$ cat config.mk
export PLATFORM = sky130hd
export DESIGN_NAME = cyc_ctrl_end_flat
export DESIGN_NICKNAME = d
export VERILOG_FILES = /design/src/core/cyc_timing_pkg.sv /design/src/core/cyc_link_if.sv /design/src/core/cyc_ctrl_end.sv /design/src/flat_wrapper.sv
export SDC_FILE = /design/constraint.sdc
export NUM_CORES = 1
export LEC_CHECK = 0
export BUFFER_PORTS_ARGS = -buffer_cell sky130_fd_sc_hd__buf_4
export CORE_MARGIN = 1.5
export CORE_UTILIZATION = 35
export CTS_CLUSTER_DIAMETER = 150
export CTS_CLUSTER_SIZE = 10
export DETAILED_ROUTE_END_ITERATION = 6
export MAX_ROUTING_LAYER = met4
export PLACE_DENSITY_LB_ADDON = 0.1
export SLEW_MARGIN = 20
export SYNTH_ARGS = -nofsm -noshare
export SYNTH_HDL_FRONTEND = slang
export SYNTH_SLANG_ARGS = --single-unit
$ cat constraint.sdc
create_clock -name clk -period 2.87 [get_ports clk]
set_input_delay 0.4305 -clock clk [delete_from_list [all_inputs] [get_ports clk]]
set_output_delay 0.4305 -clock clk [all_outputs]
set_load 0.005 [all_outputs]
$ cat src/core/cyc_timing_pkg.sv
// constants and types shared by both ends of the command timing link
package cyc_timing_pkg;
    localparam int unsigned CLK_PERIOD_PS = 5000;
    localparam int unsigned CW            = 8;
    localparam logic [7:0] LEVEL_FIRST_STROBE_WAIT = 8'h28;
    localparam logic [7:0] LEVEL_STROBE_DRIVE_WAIT = 8'h19;
    localparam logic [7:0] MODE_SET_SPACING        = 8'h04;
    localparam logic [7:0] CAL_SHORT_CYCLES        = 8'h40;
    localparam logic [7:0] WRITE_TAIL_LONG         = 8'h04;
    localparam logic [7:0] WRITE_TAIL_CHOP         = 8'h02;
    localparam logic [7:0] REFRESH_BUSY_CYCLES     = 8'h20;
    localparam logic [7:0] ROW_BUSY_CYCLES         = 8'h03;
    localparam logic [7:0] ONE                     = 8'h01;
    localparam logic [7:0] ZERO                    = 8'h00;
    localparam int unsigned WRITE_RECOVERY_PS      = 15000;
    localparam int unsigned REFRESH_TO_SLEEP_PS    = 5000;
    localparam int unsigned SLEEP_EXIT_LOCK_PS     = 24000;
    localparam int unsigned READOUT_TO_MODE_PS     = 15000;
    localparam int unsigned REFRESH_INTERVAL_PS    = 7800000;
    // whole cycles for a least time, never under one
    function automatic logic [7:0] ns_to_cycles(input int unsigned ps);
        int unsigned c;
        c = (ps + CLK_PERIOD_PS - 1) / CLK_PERIOD_PS;
        if (c < 1) c = 1;
        return c[7:0];
    endfunction
    localparam logic [7:0] WRITE_RECOVERY_CYC   = ns_to_cycles(WRITE_RECOVERY_PS);
    localparam logic [7:0] REFRESH_TO_SLEEP_CYC = ns_to_cycles(REFRESH_TO_SLEEP_PS);
    localparam logic [7:0] SLEEP_EXIT_LOCK_CYC  = ns_to_cycles(SLEEP_EXIT_LOCK_PS);
    localparam logic [7:0] READOUT_TO_MODE_CYC  = ns_to_cycles(READOUT_TO_MODE_PS);
    localparam int unsigned REFRESH_INTERVAL_CYC = REFRESH_INTERVAL_PS / CLK_PERIOD_PS;
    typedef enum logic [3:0] {
        CMD_NOP = 4'h0, CMD_MODE = 4'h1, CMD_ACT = 4'h2, CMD_PRE = 4'h3,
        CMD_REF = 4'h4, CMD_WR = 4'h5, CMD_RD = 4'h6, CMD_CAL = 4'h7,
        CMD_LEVEL = 4'h8, CMD_READOUT = 4'h9
    } cmd_t;
    typedef enum logic [1:0] {
        BURST_FIXED8 = 2'h0, BURST_FLY = 2'h1, BURST_CHOP4 = 2'h2
    } burst_t;
    typedef enum logic [1:0] {
        DEV_IDLE = 2'h0, DEV_BUSY = 2'h1, DEV_SLEEP = 2'h3
    } dev_state_t;
endpackage

$ cat src/core/cyc_link_if.sv
// command link between memory controller and memory device
`timescale 1ns/1ps
`default_nettype none
interface cyc_link_if (
    input wire logic clk
);
    cyc_timing_pkg::cmd_t   cmd;
    logic                   cmd_chop;
    logic [7:0]             wr_latency;
    logic [7:0]             wr_recovery;
    cyc_timing_pkg::burst_t burst_mode;
    logic                   clk_en;
    logic                   strobe_drive;
    logic                   strobe_rise;
    logic                   dll_off;
    logic                   wr_start;
    logic                   cal_done;
    logic                   busy;
    logic                   asleep;
    modport ctrl (
        input  clk, wr_start, cal_done, busy, asleep,
        output cmd, cmd_chop, wr_latency, wr_recovery, burst_mode, clk_en,
               strobe_drive, strobe_rise, dll_off
    );
    modport dev (
        input  clk, cmd, cmd_chop, wr_latency, wr_recovery, burst_mode, clk_en,
               strobe_drive, strobe_rise, dll_off,
        output wr_start, cal_done, busy, asleep
    );
endinterface
`default_nettype wire

$ cat src/core/cyc_ctrl_end.sv
// controller end: per-constraint down-counters gating mode commands, sleep entry and commands after wake
`timescale 1ns/1ps
`default_nettype none
module cyc_ctrl_end (
    // clock and reset
    input  wire logic                   clk,
    input  wire logic                   rst,
    // link
    cyc_link_if.ctrl                    link,
    // user request
    input  wire logic                   req_valid,
    input  wire cyc_timing_pkg::cmd_t   req_cmd,
    input  wire logic                   req_sleep,
    input  wire logic                   req_dll_off,
    input  wire cyc_timing_pkg::burst_t req_burst,
    input  wire logic [7:0]             req_wr_latency,
    output logic                        req_ready,
    output logic                        refresh_due
);
    logic [7:0]  mode_cnt_r, sleep_cnt_r, strobe_cnt_r, rise_cnt_r, lock_cnt_r;
    logic [31:0] ref_cnt_r;
    cyc_timing_pkg::cmd_t cmd_r;
    logic        clk_en_r, drive_r, rise_r, dll_r;
    logic [7:0]  wl_r;
    cyc_timing_pkg::burst_t burst_r;

    // command is blocked until its counter drains
    wire is_mode = (req_cmd == cyc_timing_pkg::CMD_MODE);
    wire mode_ok = (mode_cnt_r == cyc_timing_pkg::ZERO);
    wire wake_ok = (lock_cnt_r == cyc_timing_pkg::ZERO) && clk_en_r;
    assign req_ready = (!is_mode || mode_ok) && wake_ok;
    wire take    = req_valid && req_ready;
    wire sleep_ok = (sleep_cnt_r == cyc_timing_pkg::ZERO);
    wire [7:0] wr_sleep = 8'(req_wr_latency + cyc_timing_pkg::WRITE_TAIL_LONG
                             + cyc_timing_pkg::WRITE_RECOVERY_CYC);

    // down-counters, each loaded with a rounded cycle count
    always_ff @(posedge clk) begin
        if (rst) begin
            mode_cnt_r  <= '0;
            sleep_cnt_r <= '0;
        end else begin
            if (take && (is_mode || req_cmd == cyc_timing_pkg::CMD_READOUT))
                // loaded one short: the take edge itself is the first counted edge
                mode_cnt_r <= is_mode ? cyc_timing_pkg::MODE_SET_SPACING - cyc_timing_pkg::ONE
                                      : cyc_timing_pkg::READOUT_TO_MODE_CYC
                                        - cyc_timing_pkg::ONE;
            else if (mode_cnt_r != cyc_timing_pkg::ZERO)
                mode_cnt_r <= mode_cnt_r - cyc_timing_pkg::ONE;
            if (take && req_cmd == cyc_timing_pkg::CMD_WR)
                sleep_cnt_r <= wr_sleep;
            else if (take && req_cmd == cyc_timing_pkg::CMD_REF)
                sleep_cnt_r <= cyc_timing_pkg::REFRESH_TO_SLEEP_CYC;
            else if (sleep_cnt_r != cyc_timing_pkg::ZERO)
                sleep_cnt_r <= sleep_cnt_r - cyc_timing_pkg::ONE;
        end
    end

    // write leveling strobe waits
    always_ff @(posedge clk) begin
        if (rst) begin
            strobe_cnt_r <= '0;
            rise_cnt_r   <= '0;
            drive_r      <= 1'b0;
            rise_r       <= 1'b0;
        end else if (take && req_cmd == cyc_timing_pkg::CMD_LEVEL) begin
            strobe_cnt_r <= cyc_timing_pkg::LEVEL_STROBE_DRIVE_WAIT;
            rise_cnt_r   <= cyc_timing_pkg::LEVEL_FIRST_STROBE_WAIT;
            drive_r      <= 1'b0;
            rise_r       <= 1'b0;
        end else begin
            if (strobe_cnt_r != cyc_timing_pkg::ZERO)
                strobe_cnt_r <= strobe_cnt_r - cyc_timing_pkg::ONE;
            if (rise_cnt_r != cyc_timing_pkg::ZERO)
                rise_cnt_r <= rise_cnt_r - cyc_timing_pkg::ONE;
            drive_r <= drive_r || (strobe_cnt_r == cyc_timing_pkg::ONE);
            rise_r  <= (rise_cnt_r == cyc_timing_pkg::ONE);
        end
    end

    // clock enable, sleep exit lock wait, refresh interval
    always_ff @(posedge clk) begin
        if (rst) begin
            clk_en_r   <= 1'b1;
            lock_cnt_r <= '0;
            ref_cnt_r  <= '0;
            dll_r      <= 1'b0;
        end else begin
            if (clk_en_r && req_sleep && sleep_ok && !req_valid)
                clk_en_r <= 1'b0;
            else if (!clk_en_r && !req_sleep) begin
                clk_en_r   <= 1'b1;
                lock_cnt_r <= cyc_timing_pkg::SLEEP_EXIT_LOCK_CYC;
            end else if (lock_cnt_r != cyc_timing_pkg::ZERO)
                lock_cnt_r <= lock_cnt_r - cyc_timing_pkg::ONE;
            if (take && req_cmd == cyc_timing_pkg::CMD_REF)
                ref_cnt_r <= '0;
            else if (ref_cnt_r != 32'(cyc_timing_pkg::REFRESH_INTERVAL_CYC))
                ref_cnt_r <= ref_cnt_r + 32'h1;
            dll_r <= req_dll_off;
        end
    end

    // registered command outputs
    always_ff @(posedge clk) begin
        if (rst) begin
            cmd_r   <= cyc_timing_pkg::CMD_NOP;
            wl_r    <= '0;
            burst_r <= cyc_timing_pkg::BURST_FIXED8;
        end else begin
            cmd_r   <= take ? req_cmd : cyc_timing_pkg::CMD_NOP;
            wl_r    <= req_wr_latency;
            burst_r <= req_burst;
        end
    end

    assign refresh_due       = (ref_cnt_r == 32'(cyc_timing_pkg::REFRESH_INTERVAL_CYC));
    assign link.cmd          = cmd_r;
    assign link.cmd_chop     = (burst_r == cyc_timing_pkg::BURST_CHOP4);
    assign link.wr_latency   = wl_r;
    assign link.wr_recovery  = cyc_timing_pkg::WRITE_RECOVERY_CYC;
    assign link.burst_mode   = burst_r;
    assign link.clk_en       = clk_en_r;
    assign link.strobe_drive = drive_r;
    assign link.strobe_rise  = rise_r;
    assign link.dll_off      = dll_r;
endmodule
`default_nettype wire

$ cat src/flat_wrapper.sv
// flat-port wrapper written by rule: the top's interface ports become plain ports
module cyc_ctrl_end_flat 
  (clk, rst, req_valid, req_cmd, req_sleep, req_dll_off, req_burst, req_wr_latency, req_ready, refresh_due, link_wr_start, link_cal_done, link_busy, link_asleep, link_cmd, link_cmd_chop, link_wr_latency, link_wr_recovery, link_burst_mode, link_clk_en, link_strobe_drive, link_strobe_rise, link_dll_off);
  cyc_link_if link_i (.clk(clk));
  input  wire logic clk;
  input  wire logic rst;
  input  wire logic req_valid;
  input  wire cyc_timing_pkg::cmd_t req_cmd;
  input  wire logic req_sleep;
  input  wire logic req_dll_off;
  input  wire cyc_timing_pkg::burst_t req_burst;
  input  wire logic [7:0] req_wr_latency;
  output logic req_ready;
  output logic refresh_due;
  input wire logic [$bits(link_i.wr_start)-1:0] link_wr_start;
  input wire logic [$bits(link_i.cal_done)-1:0] link_cal_done;
  input wire logic [$bits(link_i.busy)-1:0] link_busy;
  input wire logic [$bits(link_i.asleep)-1:0] link_asleep;
  output wire logic [$bits(link_i.cmd)-1:0] link_cmd;
  output wire logic [$bits(link_i.cmd_chop)-1:0] link_cmd_chop;
  output wire logic [$bits(link_i.wr_latency)-1:0] link_wr_latency;
  output wire logic [$bits(link_i.wr_recovery)-1:0] link_wr_recovery;
  output wire logic [$bits(link_i.burst_mode)-1:0] link_burst_mode;
  output wire logic [$bits(link_i.clk_en)-1:0] link_clk_en;
  output wire logic [$bits(link_i.strobe_drive)-1:0] link_strobe_drive;
  output wire logic [$bits(link_i.strobe_rise)-1:0] link_strobe_rise;
  output wire logic [$bits(link_i.dll_off)-1:0] link_dll_off;
  assign link_i.wr_start = link_wr_start;
  assign link_i.cal_done = link_cal_done;
  assign link_i.busy = link_busy;
  assign link_i.asleep = link_asleep;
  assign link_cmd = link_i.cmd;
  assign link_cmd_chop = link_i.cmd_chop;
  assign link_wr_latency = link_i.wr_latency;
  assign link_wr_recovery = link_i.wr_recovery;
  assign link_burst_mode = link_i.burst_mode;
  assign link_clk_en = link_i.clk_en;
  assign link_strobe_drive = link_i.strobe_drive;
  assign link_strobe_rise = link_i.strobe_rise;
  assign link_dll_off = link_i.dll_off;
  cyc_ctrl_end u_core (.clk(clk), .rst(rst), .link(link_i), .req_valid(req_valid), .req_cmd(req_cmd), .req_sleep(req_sleep), .req_dll_off(req_dll_off), .req_burst(req_burst), .req_wr_latency(req_wr_latency), .req_ready(req_ready), .refresh_due(refresh_due));
endmodule
== Yosys cells after proc, flatten, opt, wreduce, memory -nomap -nowiden ==
Cells that the tools add are included.
Storage, ports and cells
  flip-flop bits (word level): 90
  input bits: 23
Cells by class
  $add $sub $neg: 8
  equality and inequality tests: 10
  multiplexer cells: 14
  bitwise logic cells: 2
  reduce and logical (&&, ||, !) cells: 36
Operator list (count)
  2-to-1 mux 8 bit: 7
  nonzero test 8 bit: 5
  subtractor 8 x 1 -> 8 bit (second input constant): 5
  adder 32 x 1 -> 32 bit (second input constant): 1
  == test 32 x 11 -> 1 bit (second input constant): 1
  != test 32 x 11 -> 1 bit (second input constant): 1
  zero test 8 bit: 3
  == test 8 x 1 -> 1 bit (second input constant): 2
  2-to-1 mux 6 bit: 2
  logical AND 1 bit: 11
  2-to-1 mux 5 bit: 2
  nonzero test 2 bit: 5
  adder 8 x 2 -> 8 bit (second input constant): 1
  adder 8 x 3 -> 8 bit (second input constant): 1
  == test 4 x 3 -> 1 bit (second input constant): 2
  == test 4 bit (second input constant): 2
  OR reduction 2 bit: 3
  == test 4 x 1 -> 1 bit (second input constant): 1
  zero test 1 bit: 4
  logical OR 1 bit: 3
  2-to-1 mux 1 bit: 3
  nonzero test 3 bit: 1
  == test 2 bit (second input constant): 1
  inverter 1 bit: 2
  AND reduction 2 bit: 1

== Depth between registers and ports, before layout ==
  depth after elaboration: 8
  depth in mapped cells: 9
  gate-level depth less buffers: 7

== Least setup slack after synthesis ==
Ideal clock, no wire load.
  path type: reg2reg
  start: register u_core.lock_cnt_r[0]
  end: register u_core.sleep_cnt_r[2]
  setup time: 0.086 ns
  arrival time: 1.987 ns
  data required time: 2.784 ns
  setup slack: 0.798 ns
  cell stages (with the launch flop): 10
  path buffers: 2
  period minus slack after synthesis: 2.072 ns
  path through: dfxtp_1 inv_1 ha_1 nor3b_1 and4_1 clkbuf_1 and2_1 clkbuf_1 nor2_1 a211oi_1
On the way
  cells in the longest elaborated chain, start to end: 7
Ends and longest elaborated chain
  start, declared: RTL line cyc_ctrl_end.sv:20  | logic [7:0] mode_cnt_r, sleep_cnt_r, strobe_cnt_r, rise_cnt_r, lock_cnt_r;
  start signal, assigned: RTL line cyc_ctrl_end.sv:93  | lock_cnt_r <= cyc_timing_pkg::SLEEP_EXIT_LOCK_CYC;
  start signal, assigned: RTL line cyc_ctrl_end.sv:95  | lock_cnt_r <= lock_cnt_r - cyc_timing_pkg::ONE;
  zero test 8 bit (*): RTL line cyc_ctrl_end.sv:30  | wire wake_ok = (lock_cnt_r == cyc_timing_pkg::ZERO) && clk_en_r;
  logical AND 1 bit (*): RTL line cyc_ctrl_end.sv:30
  logical AND 1 bit (*): RTL line cyc_ctrl_end.sv:31  | assign req_ready = (!is_mode || mode_ok) && wake_ok;
  logical AND 1 bit (*): RTL line cyc_ctrl_end.sv:32  | wire take = req_valid && req_ready;
  logical AND 1 bit: RTL line cyc_ctrl_end.sv:52  | else if (take && req_cmd == cyc_timing_pkg::CMD_REF)
  2-to-1 mux 8 bit: RTL line cyc_ctrl_end.sv:52
  2-to-1 mux 8 bit: RTL line cyc_ctrl_end.sv:50  | if (take && req_cmd == cyc_timing_pkg::CMD_WR)
  end signal, assigned: RTL line cyc_ctrl_end.sv:51  | sleep_cnt_r <= wr_sleep;
  end signal, assigned: RTL line cyc_ctrl_end.sv:53  | sleep_cnt_r <= cyc_timing_pkg::REFRESH_TO_SLEEP_CYC;
  end signal, assigned: RTL line cyc_ctrl_end.sv:55  | sleep_cnt_r <= sleep_cnt_r - cyc_timing_pkg::ONE;
  end, declared: RTL line cyc_ctrl_end.sv:20
Every way passes the cells marked *; elsewhere a longest branch is shown, timed or not.
A chain may end at the register's enable or synchronous reset.

== Worst setup path in the final report ==
  start: register u_core.ref_cnt_r[2]
  end: output refresh_due
On the way
  cells in the longest elaborated chain, start to end: 1
Ends and longest elaborated chain
  start, declared: RTL line cyc_ctrl_end.sv:21  | logic [31:0] ref_cnt_r;
  start signal, assigned: RTL line cyc_ctrl_end.sv:99  | ref_cnt_r <= ref_cnt_r + 32'h1;
  == test 32 x 11 -> 1 bit: RTL line cyc_ctrl_end.sv:117  | assign refresh_due = (ref_cnt_r == 32'(cyc_timing_pkg::REFRESH_INTERVAL_CYC));
  end, declared: RTL line flat_wrapper.sv:14  | output logic refresh_due;
Every way passes these cells.

==> impl_metrics.yaml <==
status:
  outcome: "finished, final reports clean"
timing:
  final.min_clock_period_ns: 2.46
  setup_viol: 0
  fin_tns_setup_ns: 0
  finClkSkew_ns: 0.00855
  timing.slew.headroom_pct: 59.1
  worst_slew_pin_slew_ns: 0.608
  rsz0062_at_grt: "false"
  finalMaxSlewViolations: 0
  final-hold-violation-count: 0
  fin_crit_sh_pct: 85.6
  worst_hold_slack_ns: 0.302
  max_freq_mhz: 407
clock_network:
  postCtsSetupRepairBufs: 0
  clk_latency_ns: 0.34
  cts_sinks: 90
  hold_buffers: 0
  cts_root_buf: "clkbuf_16"
  cts_buffer_depth: 2
  clkTransAtPathRegs_ns: 0.06
  htree_levels: 3
  cts_tree: "yes"
  cts_buffers: 9
  cts_resized: 0
synthesis:
  synth.yosys.seq_area_share_pct: 41.6
  synth_flop_cell: "dfxtp_1"
  post_synth_xor_area_fraction_pct: 10.9
  synth_warnings: 0
  ys_ff_latch: 90
  ys_types: 57
  ys_async_sr_fraction_pct: 0
  synth_top_family_by_area: "simple AND/OR/NAND/NOR gates"
  synth_mux_area_share_pct: 0.231
  netlist_instances: 500
  synth_edf_count: 0
  syn_area_sq_mm: 0.00433
  synth_area_per_cell_sq_um: 8.67
  synthAdderAreaFrac_pct: 4.33
  yosys.area_share.simple_pct: 30.2
  synth-compound-area-share_pct: 8.55
floorplanning:
  fp.coreArea_sq_mm: 0.0121
  start_util_pct: 35.9
  die_h_um: 114
  die_w_um: 114
  dieArea_sq_mm: 0.0131
  pin_count: 52
  rows: 40
global_route:
  grt_usage_pct: 15.6
  first_global_vias: 3216
  grt_max_degree: 33
  antenna_found_initial: 0
  grt-ovfl-total: 0
  grt_pass1_wl_mm: 15.6
route:
  antenna_left: 0
  drc: 0
  vias: 3448
  wl_per_cell_um: 12.9
  drt_first_pass_iters: 4
  first_iter_violations: 174
  vias_per_cell: 4.84
  drt_wl_total_mm: 9.18
worst_setup_path:
  end_kind: "primary output"
  crit_arrival_ns: 2.03
  worst_setup_path_start_kind: "flop"
  worstSetupPathType: "reg2out"
  cp.required_ns: 2.44
  critPathMaxFanout: 8
place:
  placement.cell_area_sq_mm: 0.00478
  gp_congestion: 0.800
  dp_cells: 697
  hpwl_mm: 6.68
  port_buffers: 39
finish:
  fin_cells: 713
  layout_common_cells: "dfxtp_1 (90), nor2_1 (70), buf_4 (41)"
  final_area_sq_mm: 0.00506
  final_util_pct: 42.0
  final_common_cell: "dfxtp_1"
  antenna_cells: 0
  drive_gt1_share_pct: 12.3
  final_nets: 578
  syn_to_final_growth_pct: 16.9
pwr:
  power_density_mw_per_mm2: 918
  ir_drop_mv: 0.599
  leakage_nw: 1.95
flow_run:
  max_cap_viol_count: 0
hold_path:
  min_path_type: "in2reg"
==> flip-flops by register name (all words and copies together) (netlist names), 2 cells and up <==
name,cells
u_core.link.wr_latency,8
u_core.strobe_cnt_r,8
u_core.link.burst_mode,2
u_core.ref_cnt_r,32
u_core.link.cmd,4
u_core.rise_cnt_r,8
u_core.sleep_cnt_r,8
u_core.mode_cnt_r,8
u_core.lock_cnt_r,8
==> per-layer routing <==
| layer | track usage, % | wire length, um | up-vias |
|---|---|---|---|
| met1 | 19.8 | 4570 | 1589 |
| met5 | - | 0 | - |
| met2 | 24.3 | 4250 | 45 |
| met3 | 4.71 | 312 | 4 |
| li1 | - | - | 1810 |
| met4 | 4.25 | 51 | 0 |
==> power by group <==
part	switching, W	internal (W)
clock network	0.000461	0.000673
registers	0.000263	0.00153
logic	0.000910	0.000816
total	0.00163	0.00302
==> worst max-delay path: stages (launching register included) <==
cell and delay, ns:
dfxtp_1 0.38, or4_1 0.54, nor4_2 0.55, buf_4 0.21
==> final cells by class <==
| class | count | area, sq um |
|---|---|---|
| multi-input combinational | 380 | 2380 |
| tap | 168 | 210 |
| clock buffer | 13 | 240 |
| sequential | 90 | 1800 |
| fill | 1230 | 7000 |
| timing repair buffer | 42 | 328 |
| clock inverter | 3 | 40.0 |
| inverter | 17 | 63.8 |
==> through the flow <==
step	total power (W)	setup WS [ns]
floorplan	0.00316	0.798
global placement	0.00353	0.659
detailed placement	0.00355	0.629
CTS	0.00472	0.391
global route	0.00508	0.296
finish	0.00465	0.414
==> path summary, 6_finish.rpt <==
kind                              from                     to  slack (ns)  depth (start not counted)
setup / recovery   u_core.ref_cnt_r[2]            refresh_due        0.41                          3
hold reg to reg   u_core.ref_cnt_r[31]   u_core.ref_cnt_r[31]        0.47                          2
setup reg to reg   u_core.ref_cnt_r[2]   u_core.ref_cnt_r[31]        0.61                          5
hold / removal       req_wr_latency[0]  u_core.sleep_cnt_r[0]        0.30                          2
==> cells in the mapped netlist, types with 12 or more instances <==
cell / count / area share, %
dfxtp_1: 90 / 42
nand4_1: 14 / 2.0
nor3_1: 18 / 2.1
nand2_1: 33 / 2.9
nor4_1: 14 / 2.0
nor2_1: 70 / 6.1
nor2b_1: 12 / 1.7
ha_1: 15 / 4.3
xor2_1: 24 / 4.9
nand3_1: 26 / 3.0
inv_1: 17 / 1.5
xnor2_1: 30 / 6.1
a21oi_1: 27 / 3.1
==> cell families after synthesis <==
| logic type | after synthesis |
|---|---|
| AOI/OAI and AO/OA | 57 |
| xor gates and xnor gates | 54 |
| adders and majority gates | 15 |
| buffers and inverters | 36 |
| DFF | 90 |
| muxes | 1 |
| other | 2 |
| and+or+nand+nor | 245 |
Power figures use the tool's default switching activity.
